$ cat config.mk
export PLATFORM = sky130hd
export DESIGN_NAME = gcm_network
export DESIGN_NICKNAME = d
export VERILOG_FILES = /design/src/logic/gcm_pkg.sv /design/src/logic/gcm_network.sv
export VERILOG_INCLUDE_DIRS = /design/src /design/src/logic
export SDC_FILE = /design/constraint.sdc
export NUM_CORES = 1
export LEC_CHECK = 0
export BUFFER_PORTS_ARGS = -buffer_cell sky130_fd_sc_hd__buf_4
export CAP_MARGIN = 20
export CORE_MARGIN = 2
export CORE_UTILIZATION = 51
export CTS_BUF_LIST = sky130_fd_sc_hd__clkbuf_8
export DETAILED_ROUTE_END_ITERATION = 8
export GPL_TIMING_DRIVEN = 0
export PLACE_DENSITY_LB_ADDON = 0.1
export SYNTH_ARGS = -nofsm -noshare
export SYNTH_HDL_FRONTEND = slang
export SYNTH_SLANG_ARGS = --single-unit
$ cat constraint.sdc
create_clock -name clock -period 1.55 [get_ports clock]
set_input_delay 0.0775 -clock clock [delete_from_list [all_inputs] [get_ports clock]]
set_output_delay 0.0775 -clock clock [all_outputs]
set_load 0.02 [all_outputs]
$ cat src/logic/gcm_map.svh
// constants of the glitchless clock mux network
// Behaviour
// - select 0 passes the first clock input, select 1 the second.
// - switching makes no glitch; no high phase shorter than the shortest input high phase.
// - the two clock inputs may be fully unrelated in phase and frequency.
// - plain global buffer drives one clock onto the network with no selection.
// - gated buffer reuses the select mechanism as a glitch-free enable.
// - twenty-four selectors; four top and four bottom reach every quadrant.
// - eight left selectors reach only left quadrants; eight right only right.
// - selectors pair up; one's first input also feeds the neighbour's second.
// - edge selector sources: same-side half-clock pin, double-length lines, clock manager.
// - sixteen global, eight right-half, eight left-half clock pins, also user inputs.
`ifndef GCM_MAP_SVH
`define GCM_MAP_SVH
`define GCM_NUM_SEL      24
`define GCM_NUM_TOP      4
`define GCM_NUM_BOT      4
`define GCM_NUM_LEFT     8
`define GCM_NUM_RIGHT    8
`define GCM_NUM_GPIN     16
`define GCM_NUM_HPIN     8
`define GCM_NUM_QUAD     4
`define GCM_NUM_DL       24
`define GCM_NUM_CM       8
`define GCM_QUAD_ALL     4'hf
`define GCM_QUAD_LEFT    4'h3
`define GCM_QUAD_RIGHT   4'hc
`define GCM_SEL_RST      1'h0
`endif

$ cat src/logic/gcm_pkg.sv
// types of the glitchless clock mux network
package gcm_pkg;
    // one-hot state of one selector
    typedef enum logic [3:0] {
        GCM_RUN_FIRST  = 4'h1,
        GCM_OFF_FIRST  = 4'h2,
        GCM_RUN_SECOND = 4'h4,
        GCM_OFF_SECOND = 4'h8
    } gcm_state_t;

    // source kind feeding an edge switch matrix
    typedef enum logic [1:0] {
        GCM_SRC_PIN  = 2'h0,
        GCM_SRC_DL   = 2'h1,
        GCM_SRC_CM   = 2'h2,
        GCM_SRC_NONE = 2'h3
    } gcm_src_t;

    // per-pair source choice of the switch matrix
    typedef struct packed {
        gcm_src_t   kind_a;
        logic [4:0] idx_a;
        gcm_src_t   kind_b;
        logic [4:0] idx_b;
    } gcm_pair_cfg_t;
endpackage : gcm_pkg

$ cat src/logic/gcm_network.sv
// glitchless clock mux network: switch matrices, paired selectors, quadrant spines
`timescale 1ns/100ps
`include "gcm_map.svh"
module gcm_network (
    // clock and reset
    input  wire logic                          clock,
    input  wire logic                          rst,
    // dedicated clock pins, also readable as user inputs
    input  wire logic [`GCM_NUM_GPIN-1:0]      global_clock_pin,
    input  wire logic [`GCM_NUM_HPIN-1:0]      right_half_clock_pin,
    input  wire logic [`GCM_NUM_HPIN-1:0]      left_half_clock_pin,
    output logic      [2*`GCM_NUM_GPIN-1:0]    user_pin_in,
    // other sources
    input  wire logic [`GCM_NUM_DL-1:0]        double_line,
    input  wire logic [`GCM_NUM_CM-1:0]        clock_manager,
    // switch matrix choice, one per selector pair
    input  wire gcm_pkg::gcm_pair_cfg_t [`GCM_NUM_SEL/2-1:0] pair_cfg,
    // per-selector control: select, or enable in gated mode
    input  wire logic [`GCM_NUM_SEL-1:0]       sel_in,
    input  wire logic [`GCM_NUM_SEL-1:0]       gated_mode,
    input  wire logic [`GCM_NUM_SEL-1:0]       plain_mode,
    // outputs
    output logic      [`GCM_NUM_SEL-1:0]       sel_clock_out,
    output logic      [`GCM_NUM_SEL-1:0]       sel_active_second,
    output logic [`GCM_NUM_QUAD-1:0][`GCM_NUM_SEL-1:0] quad_clock
);

    ////////////////////////////////////////////////////////////////////////////
    // source pick per switch matrix

    localparam int NPAIR = `GCM_NUM_SEL / 2;

    function automatic logic pick_src(input gcm_pkg::gcm_src_t kind, input logic [4:0] idx,
                                      input logic [`GCM_NUM_GPIN-1:0] gp,
                                      input logic [`GCM_NUM_HPIN-1:0] hp,
                                      input logic [`GCM_NUM_DL-1:0]   dl,
                                      input logic [`GCM_NUM_CM-1:0]   cm,
                                      input logic                     edge_sel);
        logic r;
        r = 1'b0;
        if (kind == gcm_pkg::GCM_SRC_PIN) begin
            r = edge_sel ? hp[idx[2:0]] : gp[idx[3:0]];
        end else if (kind == gcm_pkg::GCM_SRC_DL) begin
            if (idx < 5'(`GCM_NUM_DL))
                r = dl[idx]; // out-of-range index reads low
        end else if (kind == gcm_pkg::GCM_SRC_CM) begin
            r = cm[idx[2:0]];
        end
        return r;
    endfunction : pick_src

    // true when a pair sits on the left or right edge and takes half-clock pins
    function automatic logic on_half_edge(input int pair);
        logic r;
        r = 1'b0;
        if (pair >= (`GCM_NUM_TOP + `GCM_NUM_BOT) / 2)
            r = 1'b1;
        return r;
    endfunction : on_half_edge

    // true when a pair sits on the left edge
    function automatic logic on_left_edge(input int pair);
        logic r;
        r = 1'b0;
        if (on_half_edge(pair) && pair < (`GCM_NUM_TOP + `GCM_NUM_BOT + `GCM_NUM_LEFT) / 2)
            r = 1'b1;
        return r;
    endfunction : on_left_edge

    // quadrants reached by one selector
    function automatic logic [`GCM_NUM_QUAD-1:0] reach_of(input int sel);
        logic [`GCM_NUM_QUAD-1:0] r;
        r = `GCM_QUAD_RIGHT;
        if (sel < `GCM_NUM_TOP + `GCM_NUM_BOT) begin
            r = `GCM_QUAD_ALL;
        end else if (sel < `GCM_NUM_TOP + `GCM_NUM_BOT + `GCM_NUM_LEFT) begin
            r = `GCM_QUAD_LEFT;
        end
        return r;
    endfunction : reach_of

    // plain and gated selectors never take the second input
    function automatic logic wants_second(input logic sel, input logic gated, input logic plain);
        logic r;
        r = sel;
        if (gated || plain)
            r = 1'b0;
        return r;
    endfunction : wants_second

    // a selector is off only when gated with its enable low
    function automatic logic wants_on(input logic sel, input logic gated, input logic plain);
        logic r;
        r = 1'b1;
        if (gated && !plain && !sel)
            r = 1'b0;
        return r;
    endfunction : wants_on

    assign user_pin_in = {left_half_clock_pin, right_half_clock_pin, global_clock_pin};

    logic [NPAIR-1:0] mat_a;
    logic [NPAIR-1:0] mat_b;

    ////////////////////////////////////////////////////////////////////////////
    // paired selectors

    genvar p;
    generate
        for (p = 0; p < NPAIR; p++) begin : g_pair
            // pairs 0..1 top, 2..3 bottom, 4..7 left, 8..11 right
            localparam bit IS_LEFT = on_left_edge(p);
            localparam bit IS_HALF = on_half_edge(p);
            logic [`GCM_NUM_HPIN-1:0] half_pins;
            assign half_pins = IS_LEFT ? left_half_clock_pin : right_half_clock_pin;
            assign mat_a[p] = pick_src(pair_cfg[p].kind_a, pair_cfg[p].idx_a, global_clock_pin,
                                       half_pins, double_line, clock_manager,
                                       IS_HALF);
            assign mat_b[p] = pick_src(pair_cfg[p].kind_b, pair_cfg[p].idx_b, global_clock_pin,
                                       half_pins, double_line, clock_manager,
                                       IS_HALF);
        end
    endgenerate

    genvar s;
    generate
        for (s = 0; s < `GCM_NUM_SEL; s++) begin : g_sel
            // neighbours share the matrix crosswise
            logic in_first;
            logic in_second;
            logic want_second;
            logic want_on;
            logic ph_first_reg;
            logic ph_second_reg;
            gcm_pkg::gcm_state_t state_reg;
            gcm_pkg::gcm_state_t state_next;
            logic out_next;

            assign in_first  = (s % 2 == 0) ? mat_a[s/2] : mat_b[s/2];
            assign in_second = (s % 2 == 0) ? mat_b[s/2] : mat_a[s/2];

            // gated mode: select acts as enable; plain mode always runs the first input
            assign want_second = wants_second(sel_in[s], gated_mode[s], plain_mode[s]);
            assign want_on     = wants_on(sel_in[s], gated_mode[s], plain_mode[s]);

            ////////////////////////////////////////////////////////////////////
            // selector state machine

            // each clock phase is sampled on the system clock; the user keeps
            // select steady before the chosen rise so the handover is clean
            always_ff @(posedge clock) begin
                ph_first_reg  <= in_first;
                ph_second_reg <= in_second;
            end

            always_comb begin
                state_next = state_reg;
                case (state_reg)
                    gcm_pkg::GCM_RUN_FIRST: begin
                        if (!plain_mode[s] && (want_second || !want_on) && !ph_first_reg)
                            state_next = gcm_pkg::GCM_OFF_FIRST;
                    end
                    gcm_pkg::GCM_OFF_FIRST: begin
                        if (want_second && !ph_second_reg)
                            state_next = gcm_pkg::GCM_RUN_SECOND;
                        else if (!want_second && want_on && !ph_first_reg)
                            state_next = gcm_pkg::GCM_RUN_FIRST;
                    end
                    gcm_pkg::GCM_RUN_SECOND: begin
                        if ((plain_mode[s] || !want_second) && !ph_second_reg)
                            state_next = gcm_pkg::GCM_OFF_SECOND;
                    end
                    gcm_pkg::GCM_OFF_SECOND: begin
                        if (!ph_first_reg)
                            state_next = gcm_pkg::GCM_OFF_FIRST;
                    end
                    default: state_next = gcm_pkg::GCM_OFF_FIRST;
                endcase
            end

            always_ff @(posedge clock) begin
                if (rst)
                    state_reg <= gcm_pkg::GCM_OFF_FIRST;
                else
                    state_reg <= state_next;
            end

            ////////////////////////////////////////////////////////////////////
            // selector output

            // output is the sampled phase of the running input, low otherwise;
            // the sampled phase is low on entry, so a run never starts mid-high
            always_comb begin
                out_next = 1'b0;
                if (state_next == gcm_pkg::GCM_RUN_FIRST)
                    out_next = ph_first_reg;
                else if (state_next == gcm_pkg::GCM_RUN_SECOND)
                    out_next = ph_second_reg;
            end

            always_ff @(posedge clock) begin
                if (rst)
                    sel_clock_out[s] <= 1'b0;
                else
                    sel_clock_out[s] <= out_next;
            end

            assign sel_active_second[s] = (state_reg == gcm_pkg::GCM_RUN_SECOND);

            ////////////////////////////////////////////////////////////////////
            // quadrant spines

            // quadrant reach: top/bottom all, left half, right half
            localparam logic [`GCM_NUM_QUAD-1:0] REACH = reach_of(s);
            genvar q;
            for (q = 0; q < `GCM_NUM_QUAD; q++) begin : g_q
                assign quad_clock[q][s] = REACH[q] & sel_clock_out[s];
            end
        end
    endgenerate

endmodule : gcm_network

==> flow_summary.json <==
{
  "cap_violations": 0,
  "place.gp.congestion": 0.960,
  "relSlewSlack": 0.336,
  "min_path_cells": 3,
  "power_density_mw_per_mm2": 675,
  "ys_warn_count": 0,
  "synth_xor_area_frac": 0.0195,
  "port-buffer-count": 383,
  "grtUsageTotal": 0.357,
  "fp.dieArea_mm2": 0.0395,
  "synthSimpleGateAreaFrac": 0.216,
  "htreeDepth": 4,
  "drt_iter0_markers": 1925,
  "path_clk_slew_ns": 0.08,
  "status": "finished with violations",
  "syn_area_per_cell_um2": 8.29,
  "die_h_um": 199,
  "netlist_area_mm2": 0.0193,
  "grt_pass1_vias": 19984,
  "dr.pass1.iters": 6,
  "hold_viol": 6,
  "finalMaxSlewViolations": 0,
  "regToRegSetupSlack_ns": -0.05,
  "dp.final_hpwl_mm": 53.6,
  "worstHoldEndpoint": "g_sel[11].state_reg[1]",
  "crit_arrival_ns": 1.99,
  "ff2ff_path_depth": 4,
  "peakVddDrop_mv": 0.398,
  "area_growth_pct": 28.0,
  "worstHoldStart": "rst",
  "fin_skew_ns": 0.00919,
  "core_mm2": 0.0375,
  "setup_ws_ns": -0.0773,
  "crit_fanout": 10,
  "rsz0062_at_grt": "true",
  "postSynthCellCount": 2334,
  "max-clock-path-buffers": 2,
  "ys_seq_elements": 144,
  "cts_root_buf": "clkbuf_8",
  "clk_latency_ns": 0.47,
  "drive_gt1_frac": 0.335,
  "numCtsBuffers": 17,
  "worstPathRequired_ns": 1.91,
  "fin_crit_sh": 1.05,
  "cts_tree": "built",
  "postRouteAntennaNets": 0,
  "timing.rr.start": "g_sel[3].state_reg[0]",
  "fin_hold_ws_ns": -0.0331,
  "wl_per_cell_um": 22.1,
  "synth_edf_count": 0,
  "hp-class": "input port to register",
  "crit_chain": "buf_4, buf_1, a2111oi_0, a221oi_1, and4_1, o311a_1",
  "drt_wl_total_mm": 73.8,
  "drc": 0,
  "grt_start_max_net_pins": 17,
  "via_count": 21195,
  "path_buf_inv": 2,
  "synthArstFlopShare": 0,
  "initial_utilization": 0.516,
  "worstMarginPinSlew_ns": 0.996,
  "synth.area.mux_share": 0.312,
  "fillers": 3187,
  "cp-end-kind": "register",
  "viasPerCell": 6.35,
  "largest_reg_flops": 96,
  "violations": "negative hold slack, negative setup slack",
  "slowest_delay_ns": 0.67,
  "nNetsFinal": 3110,
  "path_delay_family": "compound AO/OA/AOI/OAI gates",
  "antenna_found_initial": 11,
  "tns_ns": -0.313,
  "reg2reg_to": "quad_clock[3]",
  "io_pins": 482,
  "layout_min_cycle_time_ns": 1.63,
  "synthAdderAreaFrac": 0,
  "grt-ovfl-total": 0,
  "p_leak_nw": 10.6,
  "crit_type": "input port to register",
  "finalSetupViolCount": 10,
  "worstSetupStartpointType": "input port",
  "num_rows": 71,
  "fmax_ghz": 0.615,
  "synth.distinct_cells": 78,
  "grt_pass1_wl_mm": 110,
  "yosysSeqAreaShare": 0.149,
  "synth_compound_area_frac": 0.174,
  "cpMaxStageDelayCell": "buf_1",
  "die_width_um": 199,
  "synth_ff_type": "dfxtp_1",
  "p_total_mw": 16.7,
  "hold_buffers": 77,
  "synth_top_family_by_area": "multiplexers",
  "clkSinkCount": 144
}
==> power breakdown <==
part           internal [mW]  total, mW  leakage, nW  switching, mW
clock network           1.77       3.36        0.206           1.59
registers               4.28       5.36         1.20           1.08
logic                   3.87       8.00         9.23           4.13
total                   9.92       16.7         10.6           6.79
==> synth_stat cells (6+ instances only) <==
library cell  count  share of area
nand2b_1         26         0.0084
a2111oi_0        60          0.027
o211ai_1         28          0.011
o21ai_1           7         0.0018
mux2i_1         352           0.18
a31oi_1          12         0.0039
a221oi_1         18         0.0082
buf_4           165          0.064
a222oi_1          7         0.0036
nor4b_1          27          0.012
buf_1            10         0.0019
mux4_2          105           0.12
nor2b_1         123          0.040
nor3_1           60          0.016
nand2_1          69          0.013
mux2_2           12         0.0070
a32oi_1          16         0.0072
or3_1            10         0.0032
a22o_1            7         0.0032
xnor2_1          26          0.012
inv_1            73          0.014
o22ai_1           6         0.0019
a21oi_1          86          0.022
clkbuf_1        148          0.029
buf_2            67          0.017
o311a_1          23          0.012
o21a_1            6         0.0023
nand3b_1         44          0.017
a311oi_1         15         0.0068
dfxtp_1         144           0.15
a22oi_1          30          0.012
o311ai_1          7         0.0032
o32ai_1          12         0.0054
and3_1           15         0.0049
nand4b_1          6         0.0027
o31ai_1          24         0.0093
o21ai_0          65          0.017
nand3_1          75          0.019
nor2_1          159          0.031
nor4_1           44          0.014
o2111ai_1        10         0.0045
xor2_1           17         0.0077
and4_1           16         0.0072
nor3b_1          27          0.010
==> worst min-delay path, stage by stage <==
cell and delay (ns):
buf_6 0.15, a21oi_2 0.06, nand2_1 0.10
==> metrics by stage <==
stage	cell area (µm²)	setup WS (ns)	std cells	hold WS [ns]	utilization
after floorplan	19500	0.0192	2365	0.197	-
after global placement	23000	-0.757	3259	0.339	0.613
after detailed placement	23000	-0.790	3259	0.345	0.613
after CTS	24400	-0.0286	3332	-0.0454	0.650
after global routing	24700	-0.140	3332	-0.0215	0.660
final	24700	-0.0773	3337	-0.0331	0.660
==> timing repair <==
action	CTS	global route
setup buffers	16	18
endpoints found under the hold margin	56	6
gates cloned	0	0
endpoints found under the setup margin	59	63
gates resized for setup	73	119
pin swaps	12	10
==> worst max-delay path by stage <==
stage | from | endpoint | slack (ns) | cells after the start
6_report | double_line[10] | g_sel[13].ph_second_reg | -0.08 | 6
5_1_grt | g_sel[7].state_reg[0] | quad_clock[7] | -0.14 | 5
4_1_cts | g_sel[16].state_reg[2] | quad_clock[64] | -0.03 | 4
3_5_place_dp | clock_manager[2] | g_sel[21].ph_first_reg | -0.79 | 6
3_3_place_gp | clock_manager[2] | g_sel[21].ph_first_reg | -0.76 | 6
2_1_floorplan | g_sel[3].state_reg[3] | quad_clock[3] | 0.02 | 5
==> final cells by class <==
cell class	instances	area [µm²]	share of cell area
Tap cell	511	639	0.0258
Inverter	75	282	0.0114
Timing Repair Buffer	494	3930	0.159
Clock buffer	17	234	0.00945
Antenna cell	9	22.5	0.000910
Multi-Input combinational cell	1752	14500	0.584
Clock inverter	15	210	0.00849
Sequential cell	144	3010	0.122
Buffer	320	1950	0.0788
==> cell usage in the layout (no fill, tap or decap), drive strengths merged, types with 69 or more instances in the layout <==
| cell | instances |
|---|---|
| inv | 78 |
| mux4 | 105 |
| a21oi | 88 |
| clkbuf | 93 |
| nor2b | 123 |
| nand2 | 69 |
| dlygate4sd3 | 77 |
| dfxtp | 144 |
| o21ai | 72 |
| buf | 661 |
| mux2i | 352 |
| nand3 | 75 |
| nor2 | 159 |
==> layer usage <==
| layer | vias up | wire (µm) | global-route usage |
|---|---|---|---|
| met3 | 281 | 7830 | 0.0792 |
| li1 | 9628 | - | - |
| met5 | - | 51 | 0 |
| met2 | 1235 | 33700 | 0.578 |
| met1 | 10043 | 28400 | 0.446 |
| met4 | 8 | 3710 | 0.185 |
==> cell families after synthesis <==
group / after synthesis
buffers and inverters: 469
multiplexers: 470
AO/OA/AOI/OAI: 467
other: 1
AND/OR/NAND/NOR: 740
XOR/XNOR: 43
flip-flops: 144
(Power assumes the default switching activity.)
